<file path="src/intc_consts.vh">
// Purpose: Shared constants for the two-level interrupt controller.
// Assumes: Byte addresses on a 32-bit classic Wishbone slave port.
// Notes: Every register takes one aligned word.
//
// Functional notes
// Same source bit positions in all registers; 2 timer, 11 osc cal, 13 GPIO.
// Bits 3 to 10: wake timer, watchdog, LIN, NVM, PLL, converter, SPI, HV.
// Bit 0 of both signal and status is OR of fast status 31..1.
// Bit 1 is the programmed source; ignored by enable-set and mask-clear.
// Normal request line is the OR of all 32 normal status bits.
// Raw signal follows the peripheral request; writes to it do nothing.
// Writing 1 to enable-set enables a source; writing 0 changes nothing.
// Each 1 written to mask-clear clears that enable bit only.
// Active status equals raw signal AND enable per bit.
// No priority encoder or vector; software reads status to order sources.
// Fast level has the same four registers behaving like the normal ones.
// Setting an enable in one level clears the same enable in the other.
// Programmed config bit 2 drives fast bit 1, bit 1 drives normal bit 1.
// Enabled interrupt during power-down wakes peripherals; core stays down.
// Peripherals hold a request at least the minimum latency time.
// Handler should capture its level's status register at entry.
// Enable and programmed bits reset to zero.
// Reserved bits read zero and ignore writes.
`ifndef INTC_CONSTS_VH
`define INTC_CONSTS_VH

`define OFF_NORMAL_RAW 8'h00
`define OFF_NORMAL_SET 8'h04
`define OFF_NORMAL_CLR 8'h08
`define OFF_NORMAL_STA 8'h0C
`define OFF_FAST_RAW 8'h10
`define OFF_FAST_SET 8'h14
`define OFF_FAST_CLR 8'h18
`define OFF_FAST_STA 8'h1C
`define OFF_PROG_CFG 8'h20
`define OFF_EVT_STATUS 8'h24
`define OFF_EVT_MASK 8'h28

`define BIT_FAST_OR 0
`define BIT_PROG 1
`define BIT_TIMER 2
`define BIT_OSC_CAL 11
`define BIT_GPIO 13
`define PERIPH_LO 2
`define PERIPH_HI 11

`define PROG_NORMAL_BIT 1
`define PROG_FAST_BIT 2
`define PROG_CFG_MASK 32'h0000_0006

`define ENABLE_MASK 32'h0000_2FFC
`define ENABLE_RESET 32'h0000_0000
`define PROG_RESET 32'h0000_0000

`define EVT_NORMAL 0
`define EVT_FAST 1
`define EVT_WAKE 2
`define EVT_MASK_BITS 32'h0000_0007
`define EVT_RESET 32'h0000_0000

`endif

</file>
<file path="src/dual_level_intc.v">
// Purpose: Two-level interrupt controller with per-source enables.
// Assumes: Peripheral requests are on CLOCK; the GPIO line is an outside pin.
// Notes: Registered request outputs lag the status registers by one cycle.
`timescale 1ns/10ps
`default_nettype none
`include "intc_consts.vh"

module dual_level_intc (
  input wire CLOCK,
  input wire RST_N,
  input wire WB_CYC_I,
  input wire WB_STB_I,
  input wire WB_WE_I,
  input wire [7:0] WB_ADR_I,
  input wire [3:0] WB_SEL_I,
  input wire [31:0] WB_DAT_I,
  output reg [31:0] WB_DAT_O,
  output reg WB_ACK_O,
  input wire [9:0] PERIPH_REQ,
  input wire GPIO_LINE,
  input wire POWER_DOWN,
  output reg NORMAL_REQ,
  output reg FAST_REQ,
  output reg PERIPH_WAKE,
  output reg INT_OUT
);

  // ************************************************************
  // Helpers
  // ************************************************************
  function [31:0] lanes;
    input [3:0] sel;
    begin
      lanes = {{8{sel[3]}}, {8{sel[2]}}, {8{sel[1]}}, {8{sel[0]}}};
    end
  endfunction

  // ************************************************************
  // Pin synchroniser
  // ************************************************************
  reg gpio_meta_q;
  reg gpio_sync_q;
  always @(posedge CLOCK) begin
    if (!RST_N) begin
      gpio_meta_q <= 1'b0;
      gpio_sync_q <= 1'b0;
    end else begin
      gpio_meta_q <= GPIO_LINE;
      gpio_sync_q <= gpio_meta_q;
    end
  end

  // ************************************************************
  // Bus decode
  // ************************************************************
  reg [31:0] en_normal_q;
  reg [31:0] en_fast_q;
  reg [31:0] prog_q;
  reg [31:0] evt_q;
  reg [31:0] evt_mask_q;
  reg fast_prev_q;
  reg normal_prev_q;
  reg wake_prev_q;

  wire req = WB_CYC_I & WB_STB_I;
  // Writes land on the edge where ack is seen high, as the master expects.
  wire wr = req & WB_WE_I & WB_ACK_O;
  wire [31:0] wmask = WB_DAT_I & lanes(WB_SEL_I);
  wire wr_nset = wr & (WB_ADR_I == `OFF_NORMAL_SET);
  wire wr_nclr = wr & (WB_ADR_I == `OFF_NORMAL_CLR);
  wire wr_fset = wr & (WB_ADR_I == `OFF_FAST_SET);
  wire wr_fclr = wr & (WB_ADR_I == `OFF_FAST_CLR);
  wire wr_prog = wr & (WB_ADR_I == `OFF_PROG_CFG);
  wire wr_evts = wr & (WB_ADR_I == `OFF_EVT_STATUS);
  wire wr_evtm = wr & (WB_ADR_I == `OFF_EVT_MASK);

  // ************************************************************
  // Source map and status
  // ************************************************************
  wire [31:0] src_bits;
  assign src_bits[`PERIPH_HI:`PERIPH_LO] = PERIPH_REQ;
  assign src_bits[`BIT_GPIO] = gpio_sync_q;
  assign src_bits[12] = 1'b0;
  assign src_bits[31:14] = 18'h0;
  assign src_bits[1:0] = 2'b00;

  wire [31:0] fast_sta_hi;
  wire fast_or;
  wire [31:0] raw_normal;
  wire [31:0] raw_fast;
  wire [31:0] sta_normal;
  wire [31:0] sta_fast;

  // The programmed source bypasses the enables, so it cannot be masked.
  assign fast_sta_hi = (src_bits & en_fast_q) |
                       ({31'h0, prog_q[`PROG_FAST_BIT]} << `BIT_PROG);
  assign fast_or = |fast_sta_hi[31:1];
  assign raw_fast = src_bits |
                    ({31'h0, prog_q[`PROG_FAST_BIT]} << `BIT_PROG) |
                    {31'h0, fast_or};
  assign raw_normal = src_bits |
                      ({31'h0, prog_q[`PROG_NORMAL_BIT]} << `BIT_PROG) |
                      {31'h0, fast_or};
  assign sta_fast = fast_sta_hi | {31'h0, fast_or};
  assign sta_normal = (src_bits & en_normal_q) |
                      ({31'h0, prog_q[`PROG_NORMAL_BIT]} << `BIT_PROG) |
                      {31'h0, fast_or};

  wire normal_any = |sta_normal;
  // Only sources the software enabled may wake; bit 0 and bit 1 are excluded.
  wire wake_any = POWER_DOWN & (|(src_bits & (en_normal_q | en_fast_q)));

  // ************************************************************
  // Enable masks and programmed interrupts
  // ************************************************************
  wire [31:0] nset = wr_nset ? (wmask & `ENABLE_MASK) : 32'h0000_0000;
  wire [31:0] fset = wr_fset ? (wmask & `ENABLE_MASK) : 32'h0000_0000;
  wire [31:0] nclr = wr_nclr ? (wmask & `ENABLE_MASK) : 32'h0000_0000;
  wire [31:0] fclr = wr_fclr ? (wmask & `ENABLE_MASK) : 32'h0000_0000;

  always @(posedge CLOCK) begin
    if (!RST_N) begin
      en_normal_q <= `ENABLE_RESET;
      en_fast_q <= `ENABLE_RESET;
      prog_q <= `PROG_RESET;
    end else begin
      // Setting one level removes the source from the other level.
      en_normal_q <= (en_normal_q & ~nclr & ~fset) | nset;
      en_fast_q <= (en_fast_q & ~fclr & ~nset) | fset;
      if (wr_prog) begin
        prog_q <= (prog_q & ~lanes(WB_SEL_I)) |
                  (WB_DAT_I & lanes(WB_SEL_I) & `PROG_CFG_MASK);
      end
    end
  end

  // ************************************************************
  // Event status, mask and interrupt output
  // ************************************************************
  wire [31:0] evt_set = {29'h0, wake_any & ~wake_prev_q,
                         fast_or & ~fast_prev_q, normal_any & ~normal_prev_q};
  wire [31:0] evt_clr = wr_evts ? wmask : 32'h0000_0000;

  always @(posedge CLOCK) begin
    if (!RST_N) begin
      evt_q <= `EVT_RESET;
      evt_mask_q <= `EVT_RESET;
      fast_prev_q <= 1'b0;
      normal_prev_q <= 1'b0;
      wake_prev_q <= 1'b0;
      NORMAL_REQ <= 1'b0;
      FAST_REQ <= 1'b0;
      PERIPH_WAKE <= 1'b0;
      INT_OUT <= 1'b0;
    end else begin
      // A new event in the clearing cycle survives the clear.
      evt_q <= ((evt_q & ~evt_clr) | evt_set) & `EVT_MASK_BITS;
      if (wr_evtm) begin
        evt_mask_q <= (evt_mask_q & ~lanes(WB_SEL_I)) |
                      (WB_DAT_I & lanes(WB_SEL_I) & `EVT_MASK_BITS);
      end
      fast_prev_q <= fast_or;
      normal_prev_q <= normal_any;
      wake_prev_q <= wake_any;
      NORMAL_REQ <= normal_any;
      FAST_REQ <= fast_or;
      PERIPH_WAKE <= wake_any;
      INT_OUT <= |(evt_q & evt_mask_q);
    end
  end

  // ************************************************************
  // Wishbone answer
  // ************************************************************
  reg [31:0] rdata;
  always @* begin
    case (WB_ADR_I)
      `OFF_NORMAL_RAW: rdata = raw_normal;
      `OFF_NORMAL_SET: rdata = en_normal_q;
      `OFF_NORMAL_STA: rdata = sta_normal;
      `OFF_FAST_RAW: rdata = raw_fast;
      `OFF_FAST_SET: rdata = en_fast_q;
      `OFF_FAST_STA: rdata = sta_fast;
      `OFF_PROG_CFG: rdata = prog_q;
      `OFF_EVT_STATUS: rdata = evt_q;
      `OFF_EVT_MASK: rdata = evt_mask_q;
      default: rdata = 32'h0000_0000;
    endcase
  end

  always @(posedge CLOCK) begin
    if (!RST_N) begin
      WB_ACK_O <= 1'b0;
      WB_DAT_O <= 32'h0000_0000;
    end else begin
      WB_ACK_O <= req & ~WB_ACK_O;
      if (req & ~WB_ACK_O & ~WB_WE_I) begin
        WB_DAT_O <= rdata;
      end else begin
        WB_DAT_O <= 32'h0000_0000;
      end
    end
  end

endmodule
`default_nettype wire

</file>
<file path="config.mk">
export PLATFORM = sky130hd
export DESIGN_NAME = dual_level_intc
export DESIGN_NICKNAME = d
export VERILOG_FILES = /design/src/dual_level_intc.v
export VERILOG_INCLUDE_DIRS = /design/src /design/src/src
export SDC_FILE = /design/constraint.sdc
export NUM_CORES = 1
export LEC_CHECK = 0
export BUFFER_PORTS_ARGS = -buffer_cell sky130_fd_sc_hd__buf_4
export CAP_MARGIN = 15
export CORE_ASPECT_RATIO = 1.5
export CORE_MARGIN = 5
export CORE_UTILIZATION = 51
export CTS_CLUSTER_DIAMETER = 40
export CTS_CLUSTER_SIZE = 28
export DETAILED_ROUTE_END_ITERATION = 16
export PLACE_DENSITY = 0.72
export SLEW_MARGIN = 20
export SYNTH_ARGS = -nofsm -noshare
export SYNTH_HDL_FRONTEND = slang
export SYNTH_SLANG_ARGS = --single-unit
</file>
<file path="constraint.sdc">
create_clock -name CLOCK -period 3.21 [get_ports CLOCK]
set_clock_uncertainty 0.05 [all_clocks]
set_input_delay 0.642 -clock CLOCK [delete_from_list [all_inputs] [get_ports CLOCK]]
set_output_delay 0.642 -clock CLOCK [all_outputs]
set_load 0.1 [all_outputs]
</file>
### Yosys cells after proc, flatten, opt, wreduce, memory -nomap -nowiden

Index checks and enable logic that the tools add are counted.

| storage, ports and cells | value |
|---|---|
| register bits | 170 |
| bits of input ports | 61 |
| word-level logic and storage cells | 88 |

| cells by class | value |
|---|---|
| equal/unequal tests | 10 |
| mux-type cells | 6 |
| bitwise operators | 53 |
| reduce and logical (&&, ||, !) cells | 6 |

Operators with widths:

| cell | number |
|---|---|
| 32-bit one-hot mux with 9 select lines | 1 |
| 32-bit AND | 6 |
| 14-bit inverter with 32-bit output | 4 |
| 14-bit by 32-bit AND with 32-bit output | 3 |
| 32-bit OR reduction | 3 |
| 32-bit by 1-bit bitwise OR with 32-bit output | 2 |
| 32-bit by 14-bit bitwise OR with 32-bit output | 2 |
| 32-bit by 2-bit bitwise OR with 32-bit output | 2 |
| 32-bit by 3-bit bitwise OR with 32-bit output | 2 |
| 14-bit 2-to-1 mux | 4 |
| 3-bit by 32-bit AND with 32-bit output | 1 |
| 8-bit by 5-bit equality test with 1-bit output (second input constant) | 4 |
| 32-bit inverter | 1 |
| 32-bit bitwise OR | 1 |
| 31-bit OR reduction | 1 |
| 14-bit by 1-bit bitwise OR with 14-bit output | 2 |
| 14-bit by 2-bit bitwise OR with 14-bit output | 2 |
| 8-bit by 6-bit equality test with 1-bit output (second input constant) | 3 |
| 1-bit AND | 16 |
| 8-bit by 4-bit equality test with 1-bit output (second input constant) | 2 |
| 14-bit AND | 1 |
| 8-bit by 3-bit equality test with 1-bit output (second input constant) | 1 |
| 8-bit logical NOT | 1 |
| 1-bit inverter | 5 |
| 5 further kinds | 5 |

### Longest topological paths before layout

Gate-level depths: netlist of the first run.

| depth | value |
|---|---|
| word-level depth | 9 |
| gate-level depth with buffers | 8 |

### Least setup slack after synthesis of the first run

Ideal clock, no wire load.

| timing path | value |
|---|---|
| path type | register to register |
| from | reg WB_ACK_O |
| to | reg en_fast_q[10] |
| arrival time | 2.229 ns |
| setup slack | 0.803 ns |
| stages on the path, launching flop included | 7 |
| cell sequence | dfxtp_1 -> nand4_1 -> nor3b_1 -> o21ai_0 -> clkbuf_1 -> o211ai_1 -> o21ai_0 |

| between the ends | value |
|---|---|
| word-level cells in the longest chain between the ends | 7 |
| elaborated cells on any way between the ends | 12 |
| classes of those cells | mux: 3; bitwise: 9 |

Ends and longest elaborated chain:

| item | RTL line | RTL |
|---|---|---|
| start, declared | dual_level_intc.v:18 | `output reg WB_ACK_O,` |
| start signal, assigned | dual_level_intc.v:196 | `WB_ACK_O <= req & ~WB_ACK_O;` |
| 1-bit AND (*) | dual_level_intc.v:67 | `wire wr = req & WB_WE_I & WB_ACK_O;` |
| 1-bit AND | dual_level_intc.v:72 | `` wire wr_fclr = wr & (WB_ADR_I == `OFF_FAST_CLR); `` |
| 14-bit 2-to-1 mux | dual_level_intc.v:119 | `` wire [31:0] fclr = wr_fclr ? (wmask & `ENABLE_MASK) : 32'h0000_0000; `` |
| 14-bit inverter with 32-bit output | dual_level_intc.v:129 | `en_fast_q <= (en_fast_q & ~fclr & ~nset) \| fset;` |
| 32-bit AND (2 in series) | dual_level_intc.v:129 |  |
| 32-bit by 14-bit bitwise OR with 32-bit output (*) | dual_level_intc.v:129 |  |
| end signal, assigned | dual_level_intc.v:124 | `` en_fast_q <= `ENABLE_RESET; `` |
| end signal, assigned | dual_level_intc.v:129 |  |
| end, declared | dual_level_intc.v:57 | `reg [31:0] en_fast_q;` |

Mark *: on every way between the ends. The rest lies on a longest branch, timed or not.
A chain may end at the register's enable or synchronous reset.

### Final worst setup path of the first run

| timing path | value |
|---|---|
| from | in WB_ADR_I[3] |
| to | reg en_normal_q[3] |

| between the ends | value |
|---|---|
| word-level cells in the longest chain between the ends | 7 |
| elaborated cells on any way between the ends | 14 |
| classes of those cells | eq/ne: 3; mux: 3; bitwise: 8 |

Ends and longest elaborated chain:

| item | RTL line | RTL |
|---|---|---|
| start, declared | dual_level_intc.v:14 | `input wire [7:0] WB_ADR_I,` |
| 8-bit by 4-bit equality test with 1-bit output (no line) | - |  |
| 1-bit AND | dual_level_intc.v:70 | `` wire wr_nclr = wr & (WB_ADR_I == `OFF_NORMAL_CLR); `` |
| 14-bit 2-to-1 mux | dual_level_intc.v:118 | `` wire [31:0] nclr = wr_nclr ? (wmask & `ENABLE_MASK) : 32'h0000_0000; `` |
| 14-bit inverter with 32-bit output | dual_level_intc.v:128 | `en_normal_q <= (en_normal_q & ~nclr & ~fset) \| nset;` |
| 32-bit AND (2 in series) | dual_level_intc.v:128 |  |
| 32-bit by 14-bit bitwise OR with 32-bit output (*) | dual_level_intc.v:128 |  |
| end signal, assigned | dual_level_intc.v:123 | `` en_normal_q <= `ENABLE_RESET; `` |
| end signal, assigned | dual_level_intc.v:128 |  |
| end, declared | dual_level_intc.v:56 | `reg [31:0] en_normal_q;` |

Marks and branches as above.

==> results of run 1 <==
==> registers in the layout, summed over array words and instances (netlist names), named ones only <==
register,count
WB_DAT_O,32
prog_q,30
evt_mask_q,29
en_fast_q,11
en_normal_q,11
evt_q,3
INT_OUT,1
WB_ACK_O,1
fast_prev_q,1
gpio_meta_q,1
gpio_sync_q,1
normal_prev_q,1
wake_prev_q,1
==> kinds of logic after synthesis <==
group / after synthesis
and+or+nand+nor: 197
muxes: 7
AOI/OAI and AO/OA: 153
buffers and inverters: 31
DFF: 128
==> metrics by stage <==
stage	hold WS [ns]	setup WS, ns	util (%)
floorplan	0.362	0.803	-
global placement	0.377	0.608	59.0
detailed placement	0.375	0.534	59.0
CTS	0.385	0.980	65.4
global route	0.406	0.809	65.4
finish	0.390	0.973	65.4
==> worst paths after layout <==
path | startpoint | endpoint | slack, ns
max | WB_ADR_I[3] | en_normal_q[3] | 0.97
min | GPIO_LINE | gpio_meta_q | 0.39
max reg2reg | WB_ACK_O | en_normal_q[3] | 1.19
min reg2reg | gpio_meta_q | gpio_sync_q | 0.40
==> placed cells by master, fill, tap and decap left out, types with 17 or more instances in the layout <==
| cell type | instances |
|---|---|
| buf_4 | 86 |
| and2_1 | 59 |
| a21oi_1 | 29 |
| dfxtp_1 | 128 |
| a22oi_1 | 27 |
| o21ai_0 | 25 |
| o211ai_1 | 30 |
| clkbuf_16 | 17 |
| nor2_1 | 26 |
| nand2_1 | 31 |
==> routing by layer <==
metal | GRT usage [%] | wire, microns | up-vias
met5 | 0 | 0 | -
met4 | 13.1 | 655 | 0
met3 | 7.22 | 996 | 55
met2 | 38.7 | 6460 | 184
met1 | 24.8 | 5250 | 2040
li1 | - | - | 2037
==> final cells by class <==
type	count	area (sq um)
repair buffers	86	646
clock buffers	20	457
clock inverters	12	158
multi-input cells	357	2280
flip-flops and latches	128	2560
well taps	115	144
fillers	805	3310
inverters	4	15.0
==> worst max-delay path, stage by stage <==
cell and delay (ns):
buf_4 0.20, or4b_1 0.51, nor2_1 0.29, nand4b_1 0.50, o21ai_0 0.35
==> where the power goes <==
part	leakage, nW	switching [mW]	internal, mW	total, mW
sequential	1.03	0.00126	1.59	1.59
clock	0.293	0.698	1.27	1.96
combinational	1.06	0.0988	0.0577	0.156
==> synthesized netlist by cell type (8+ instances only) <==
library cell    n
nor2b_1        10
nand2_1        31
a21oi_1        29
nand3b_1        9
o211ai_1       30
a22oi_1        27
nand2b_1       10
o21ai_0        25
dfxtp_1       128
nand3_1        14
clkbuf_1       19
nor2_1         26
and3_1         10
a211oi_1        8
and2_1         59
==> flow_summary.json, run 1 <==
{
  "die_x_microns": 90.5,
  "drive_gt1_share_pct": 21.1,
  "maxSlewViolCount": 0,
  "crit_arrival_ns": 2.50,
  "cts_tree": "done",
  "worstHoldPathCells": 2,
  "dp.cells": 690,
  "p_leak_nw": 2.39,
  "cts_buffers": 17,
  "ys_top_cells_by_area": "dfxtp_1 52%, and2_1 7.4%, o211ai_1 4.5%, a22oi_1 4.1%, a21oi_1 2.9%",
  "async_reset_ff_share_pct": 0,
  "status": "finished, final reports clean",
  "clock_latency_ns": 0.41,
  "cts_resized": 0,
  "cts_setup_buffers": 0,
  "synth_top_area_share_pct": 51.7,
  "clk_pin_slew_ns": 0.06,
  "cp-end-kind": "flop",
  "row_count": 44,
  "drv_cap": 0,
  "initial_core_util_pct": 51.7,
  "gp_congestion": 0.833,
  "synthDistinctLibCells": 53,
  "stdcell_area_sq_um": 6260,
  "overflow": 0,
  "synthMuxAreaShare_pct": 1.46,
  "dpl_cell_area_sq_um": 5650,
  "hold_viol_final": 0,
  "drc": 0,
  "clock_path_buffers": 2,
  "core-area_sq_um": 9580,
  "max_freq_mhz": 447,
  "tightestPinTransition_ns": 0.890,
  "cts_root_buffer": "clkbuf_16",
  "dp_hpwl_mm": 9.06,
  "synth_xor_area_share_pct": 0,
  "grt_pass1_wl_mm": 21.5,
  "portBuffers": 78,
  "area_growth_pct": 26.4,
  "drtPass1Iterations": 5,
  "finalCriticalPeriod_ns": 2.24,
  "synth_fa_ha_area_share_pct": 0,
  "synth_seq_area_share_pct": 51.7,
  "antenna_cells": 0,
  "drt_iter0_markers": 278,
  "critPathMaxFanout": 18,
  "setup_viol": 0,
  "viasPerCell": 5.98,
  "rsz0062_at_grt": "false",
  "yosysTopAreaCell": "dfxtp_1",
  "grt_max_degree": 54,
  "ant_nets": 0,
  "slew_headroom_pct": 40.5,
  "finalNetCount": 655,
  "syn_area_per_cell_sq_um": 9.60,
  "crit_type": "in2reg",
  "peakVddDrop_uv": 372,
  "htreeDepth": 4,
  "fin_cells": 722,
  "die-area_sq_um": 11800,
  "wl_per_cell_microns": 18.5,
  "cts_sinks": 128,
  "fp.dieH_microns": 131,
  "synth_top_family_by_area": "simple AND/OR/NAND/NOR gates",
  "synth_warnings": 0,
  "synth-seq-cells": 128,
  "vias": 4316,
  "antenna_found_initial": 0,
  "ys.flop_type": "dfxtp_1",
  "synth_area_sq_um": 4960,
  "grt_usage_pct": 22.7,
  "syn-num-nets": 577,
  "syn-instance-count": 516,
  "grt_pass1_vias": 4432,
  "synth_edf_count": 0,
  "tns_ns": 0,
  "r2r_cells": 4,
  "synth_compound_area_share_pct": 20.9,
  "ioPinCount": 98,
  "ctsHoldBuffers": 0,
  "worstHoldPathType": "in2reg",
  "critPathLaunchType": "primary input",
  "period_share_pct": 69.7,
  "powerDensity_nw_per_um2": 593,
  "synth-simple-area-share_pct": 23.4,
  "p_total_mw": 3.71,
  "drt-total-wl_mm": 13.4,
  "cp.required_ns": 3.48
}
Note: power is estimated with default switching activity, not from simulation.
==> run 2, diff against run 1 <==
--- a/config.mk
+++ b/config.mk
@@ -10,7 +10,7 @@
 export CAP_MARGIN = 15
 export CORE_ASPECT_RATIO = 1.5
 export CORE_MARGIN = 5
-export CORE_UTILIZATION = 51
+export CORE_UTILIZATION = 49
 export CTS_CLUSTER_DIAMETER = 40
 export CTS_CLUSTER_SIZE = 28
 export DETAILED_ROUTE_END_ITERATION = 16
==> constraint.sdc (replaced) <==
create_clock -name CLOCK -period 2 [get_ports CLOCK]
set_clock_uncertainty 0.05 [all_clocks]
set_input_delay 0.4 -clock CLOCK [delete_from_list [all_inputs] [get_ports CLOCK]]
set_output_delay 0.4 -clock CLOCK [all_outputs]
set_load 0.1 [all_outputs]
==> run 2 against run 1 <==
  * Critical path depth up 1
  * Register-to-register slack got worse by 1.1 ns
  * Worst hold slack lost 0.23 ns
  * First-iteration DRC count rose by 21%
  * Non-clock buffer count rose by 39
  * Routed wire length increased by 2.1%
  * Sequential power up 60%
  * Highest routed layer unchanged
  * Largest cell class unchanged
  * Critical endpoint is now evt_q[0]
  * Die area rose by 3.7%
  * Clock power rose by 58%
  * Largest power group unchanged
  * Cell area up 5.0%
==> flow_summary.json, run 2 (synthesized netlist as in run 1, its figures left out) <==
{
  "p_total_mw": 5.94,
  "critPathLaunchType": "flop",
  "area_growth_pct": 32.8,
  "fin_cells": 763,
  "vias": 4445,
  "drt_iter0_markers": 336,
  "regMostFlops": "WB_DAT_O",
  "max_freq_mhz": 520,
  "timing.rr.start": "en_fast_q[8]",
  "top_regs": "WB_DAT_O: 32 flops, prog_q: 30 flops, evt_mask_q: 29 flops",
  "grt_pass1_vias": 4550,
  "cts_root_buffer": "clkbuf_16",
  "cp.required_ns": 2.25,
  "finalNetCount": 694,
  "worstHoldPathType": "in2reg",
  "grt_usage_pct": 23.1,
  "finalCriticalPeriod_ns": 1.92,
  "antenna_found_initial": 0,
  "internal-power_mw": 4.69,
  "core-area_sq_um": 10000,
  "slew_headroom_pct": 66.9,
  "fin_util_pct": 65.7,
  "cts_tree": "done",
  "ant_nets": 0,
  "swShare_pct": 21.0,
  "antenna_cells": 0,
  "final_common_cell": "dfxtp_1",
  "drtPass1Iterations": 5,
  "powerDensity_nw_per_um2": 903,
  "clock_latency_ns": 0.41,
  "clock_power_share_pct": 52.2,
  "layout_common_cells": "127 x dfxtp_1, 123 x buf_4, 59 x and2_1",
  "grt_max_degree": 37,
  "row_count": 45,
  "maxSlewViolCount": 0,
  "die-area_sq_um": 12300,
  "period_share_pct": 96.2,
  "nFillCells": 811,
  "cts_buffers": 17,
  "p_leak_nw": 2.59,
  "holdWs_ns": 0.160,
  "wl_per_cell_microns": 17.9,
  "rsz0062_at_grt": "false",
  "drive_gt1_share_pct": 25.9,
  "p_seq_share_pct": 43.0,
  "cts_setup_buffers": 0,
  "cts_sinks": 128,
  "multiInputGateArea_sq_um": 2290,
  "dp_hpwl_mm": 9.63,
  "peakVddDrop_uv": 678,
  "die_x_microns": 92.1,
  "p_switching_mw": 1.25,
  "htreeDepth": 4,
  "largest_register_ffs": 32,
  "crit_type": "reg2reg",
  "drc": 0,
  "combPwrFrac_pct": 4.8,
  "fp.dieH_microns": 133,
  "dp.cells": 731,
  "status": "finished, final reports clean",
  "grt_pass1_wl_mm": 22.6,
  "clk_pin_slew_ns": 0.05,
  "final-seq-area_sq_um": 2570,
  "portBuffers": 78,
  "setup.worst_path.start": "en_fast_q[8]",
  "dpl_cell_area_sq_um": 5970,
  "drv_cap": 0,
  "stdcell_area_sq_um": 6580,
  "critPathMaxFanout": 3,
  "overflow": 0,
  "gp_congestion": 0.884,
  "ioPinCount": 98,
  "hold_viol_final": 0,
  "tightestPinTransition_ns": 0.495,
  "clock_path_buffers": 2,
  "cp-end-kind": "flop",
  "crit_arrival_ns": 2.17,
  "min_from": "GPIO_LINE",
  "initial_core_util_pct": 49.5,
  "viasPerCell": 5.83,
  "drt-total-wl_mm": 13.6,
  "setup_viol": 0
}
## run 2: cell count changes in the layout (fill, tap and decap cells not counted)
| cell | before | now |
|---|---|---|
| buf_12 | 0 | 2 |
| inv_6 | 2 | 0 |
| dfxtp_4 | 0 | 1 |
| buf_4 | 86 | 123 |
| clkinv_2 | 2 | 4 |
| clkinvlp_4 | 3 | 1 |
| a221oi_1 | 1 | 0 |
| a221oi_2 | 0 | 1 |
| clkbuf_1 | 1 | 3 |
| dfxtp_1 | 128 | 127 |
## run 2: final timing paths
kind / to / cells after the start / slack, ns
max: evt_q[0] / 6 / 0.08
min: gpio_meta_q / 2 / 0.16
max reg2reg: evt_q[0] / 6 / 0.08
min reg2reg: gpio_sync_q / 1 / 0.38
## run 2: metal layers
layer	wire (microns)	global-route usage (%)
met5	0	0
met1	5570	27.4
met3	1060	7.40
met2	6660	37.5
met4	360	11.6
## run 2: repair_timing
action / in CTS / in global routing
setup endpoints to repair: 0 / 2
resized for setup: 0 / 1
hold buffers: 0 / 0
## run 2: final cells by class
cell class / count / area share, %
Multi-Input combinational cell: 357 / 34.8
Clock buffer: 22 / 7.05
Sequential cell: 128 / 39.0
Timing Repair Buffer: 125 / 14.6
Inverter: 4 / 0.228
Tap cell: 117 / 2.22
Clock inverter: 10 / 2.05
## run 2: worst max-delay path, cell delays in order (launching register included)
cell and delay [ns]:
dfxtp_1 0.32, a22o_1 0.22, a221oi_2 0.25, buf_4 0.18, nand4_1 0.19, or3_1 0.39, a32o_1 0.22
## run 2: stage by stage
step	setup TNS, ns	setup slack (ns)
floorplan	0	0.187
global placement	-0.436	-0.172
detailed placement	-0.643	-0.170
CTS	0	0.00140
global route	0	0.0253
finish	0	0.0761
## run 2: power by group through the flow
stage                     Clock [mW]  Sequential (mW)  Combinational, mW
final                           3.10             2.55              0.287
after global routing            3.27             2.55              0.306
after CTS                       3.14             2.55              0.281
after detailed placement           0             2.61              0.280
after global placement             0             2.61              0.275
after floorplan                    0             2.62              0.107
==> run 3, diff against run 2 <==
--- a/config.mk
+++ b/config.mk
@@ -9,12 +9,13 @@
 export BUFFER_PORTS_ARGS = -buffer_cell sky130_fd_sc_hd__buf_4
 export CAP_MARGIN = 15
 export CORE_ASPECT_RATIO = 1.5
-export CORE_MARGIN = 5
-export CORE_UTILIZATION = 49
+export CORE_MARGIN = 3
+export CORE_UTILIZATION = 51
+export CTS_BUF_LIST = sky130_fd_sc_hd__clkbuf_4 sky130_fd_sc_hd__clkbuf_8
 export CTS_CLUSTER_DIAMETER = 40
 export CTS_CLUSTER_SIZE = 28
 export DETAILED_ROUTE_END_ITERATION = 16
-export PLACE_DENSITY = 0.72
+export PLACE_DENSITY_LB_ADDON = 0.12
 export SLEW_MARGIN = 20
 export SYNTH_ARGS = -nofsm -noshare
 export SYNTH_HDL_FRONTEND = slang
==> run 3 against run 2 <==
  * Register-to-register slack improved by 0.05 ns
  * Global-route usage up 1.5 points
  * Critical path type unchanged
  * Flip-flop and latch count unchanged
  * Die area down 11%
  * Utilization grew 1.4 points
  * Maximum frequency grew 2.6%
  * Worst setup slack better by 0.048 ns
  * Non-clock buffer count decreased by 4
  * Clock-buffer cell count decreased by 2
==> flow_summary.json, run 3 (synthesized netlist as in run 1, its figures left out) <==
{
  "ctsHoldBuffers": 0,
  "portBuffers": 78,
  "clock_latency_ns": 0.42,
  "max_freq_mhz": 533,
  "timing.rr.start": "en_fast_q[8]",
  "drtPass1Iterations": 5,
  "clock_path_buffers": 2,
  "row_count": 43,
  "critPathLaunchType": "flop",
  "gp_congestion": 0.868,
  "clk_pin_slew_ns": 0.06,
  "cp.depth": 6,
  "grt_pass1_vias": 4396,
  "drv_cap": 0,
  "p_total_mw": 4.80,
  "worstHoldPathType": "in2reg",
  "r2r_cells": 6,
  "wl_per_cell_microns": 17.3,
  "rrSetupSlack_ns": 0.12,
  "cts_sinks": 128,
  "dp_hpwl_mm": 9.36,
  "nFillCells": 792,
  "grt_usage_pct": 24.6,
  "die_x_microns": 86.5,
  "max_stage_delay_ns": 0.38,
  "fin_util_pct": 67.0,
  "initial_core_util_pct": 52.9,
  "path_delay_family": "compound AO/OA/AOI/OAI gates",
  "ant_nets": 0,
  "drc": 0,
  "crit_arrival_ns": 2.14,
  "period_share_pct": 93.8,
  "antenna_found_initial": 0,
  "grt_max_degree": 35,
  "vias": 4398,
  "core-area_sq_um": 9360,
  "top_regs": "WB_DAT_O: 32 flops, prog_q: 30 flops, evt_mask_q: 29 flops",
  "cp.required_ns": 2.26,
  "critPathMaxFanout": 3,
  "drive_gt1_share_pct": 25.6,
  "drt-total-wl_mm": 13.0,
  "finalNetCount": 690,
  "crit_chain": "a22o_1, a221oi_2, buf_4, nand4_1, or3_1, a32o_1",
  "critPathSlowestCell": "or3_1",
  "cp-endpoint": "evt_q[0]",
  "status": "finished, final reports clean",
  "crit_type": "reg2reg",
  "area_growth_pct": 26.6,
  "p_leak_nw": 2.45,
  "overflow": 0,
  "finalCriticalPeriod_ns": 1.88,
  "cp-end-kind": "flop",
  "cts_root_buffer": "clkbuf_8",
  "layout_common_cells": "127 x dfxtp_1, 121 x buf_4, 59 x and2_1",
  "drt_iter0_markers": 284,
  "rr_endpoint": "evt_q[0]",
  "tightestPinTransition_ns": 0.591,
  "grt_pass1_wl_mm": 21.3,
  "powerDensity_nw_per_um2": 765,
  "final_common_cell": "dfxtp_1",
  "regMostFlops": "WB_DAT_O",
  "ioPinCount": 98,
  "holdWs_ns": 0.152,
  "viasPerCell": 5.85,
  "peakVddDrop_uv": 728,
  "rsz0062_at_grt": "false",
  "setup_viol": 0,
  "htreeDepth": 4,
  "hold_viol_final": 0,
  "setup.worst_path.start": "en_fast_q[8]",
  "cts_tree": "done",
  "maxSlewViolCount": 0,
  "slew_headroom_pct": 60.5,
  "die-area_sq_um": 11000,
  "fp.dieH_microns": 127,
  "largest_register_ffs": 32,
  "cp_num_buf_inv": 1,
  "antenna_cells": 0,
  "cts_buffers": 17
}
run 3: cell types whose count changed in the layout (fill, tap and decap cells not counted), sizes merged:
cell	previous run	this run
clkinv	6	7
bufinv	3	1
buf	125	121
clkinvlp	1	2
clkbuf	22	20
run 3: cell type report:
class / count / area, sq um / area share [%]
sequential: 128 / 2570 / 40.9
multi-input combinational: 357 / 2290 / 36.5
timing repair buffer: 121 / 908 / 14.5
clock buffer: 20 / 263 / 4.19
tap: 112 / 140 / 2.23
clock inverter: 10 / 91.3 / 1.46
inverter: 4 / 15.0 / 0.239
run 3: worst min path at each step:
| stage | start | to | slack (ns) | cells past startpoint |
|---|---|---|---|---|
| 2_1_floorplan | gpio_meta_q | gpio_sync_q | 0.36 | 1 |
| 3_5_place_dp | gpio_meta_q | gpio_sync_q | 0.38 | 1 |
| 6_report | GPIO_LINE | gpio_meta_q | 0.15 | 2 |
| 5_1_grt | GPIO_LINE | gpio_meta_q | 0.14 | 2 |
| 4_1_cts | GPIO_LINE | gpio_meta_q | 0.13 | 2 |
| 3_3_place_gp | gpio_meta_q | gpio_sync_q | 0.37 | 1 |
run 3: worst register-to-register path: cells and delay by family, from the launching register on:
| kind | cells | cell delay [ns] |
|---|---|---|
| and+or+nand+nor | 2 | 0.56 |
| AOI/OAI and AO/OA | 3 | 0.66 |
| DFF | 1 | 0.33 |
| buffers and inverters | 1 | 0.17 |
run 3: through the flow:
| stage | worst slack [ns] | std cells | instance area [sq um] | TNS, ns |
|---|---|---|---|---|
| 3_5_place_dp | -0.166 | 722 | 5910 | -1.41 |
| 4_1_cts | 0.0361 | 752 | 6270 | 0 |
| 2_1_floorplan | 0.187 | 516 | 4960 | 0 |
| 3_3_place_gp | -0.172 | 722 | 5910 | -0.416 |
| 6_report | 0.125 | 752 | 6270 | 0 |
| 5_1_grt | 0.0622 | 752 | 6270 | 0 |
run 3: what timing repair did:
item / 4_1_cts / 5_1_grt
gates resized for setup: 0 / 1
setup endpoints to repair: 0 / 2
buffers inserted: 0 / 0
run 3: report_power, final:
part,internal (mW),leakage (nW),switching (mW),total (mW)
clock network,1.02,0.181,0.945,1.97
registers,2.55,1.03,0.00120,2.55
logic,0.117,1.24,0.161,0.278
run 3: per-layer routing:
| layer | vias up | track usage [%] | routed length (microns) |
|---|---|---|---|
| met3 | 38 | 7.41 | 887 |
| li1 | 2108 | - | - |
| met4 | 0 | 12.6 | 442 |
| met5 | - | 0 | 0 |
| met1 | 2065 | 29.2 | 5450 |
| met2 | 187 | 39.9 | 6230 |
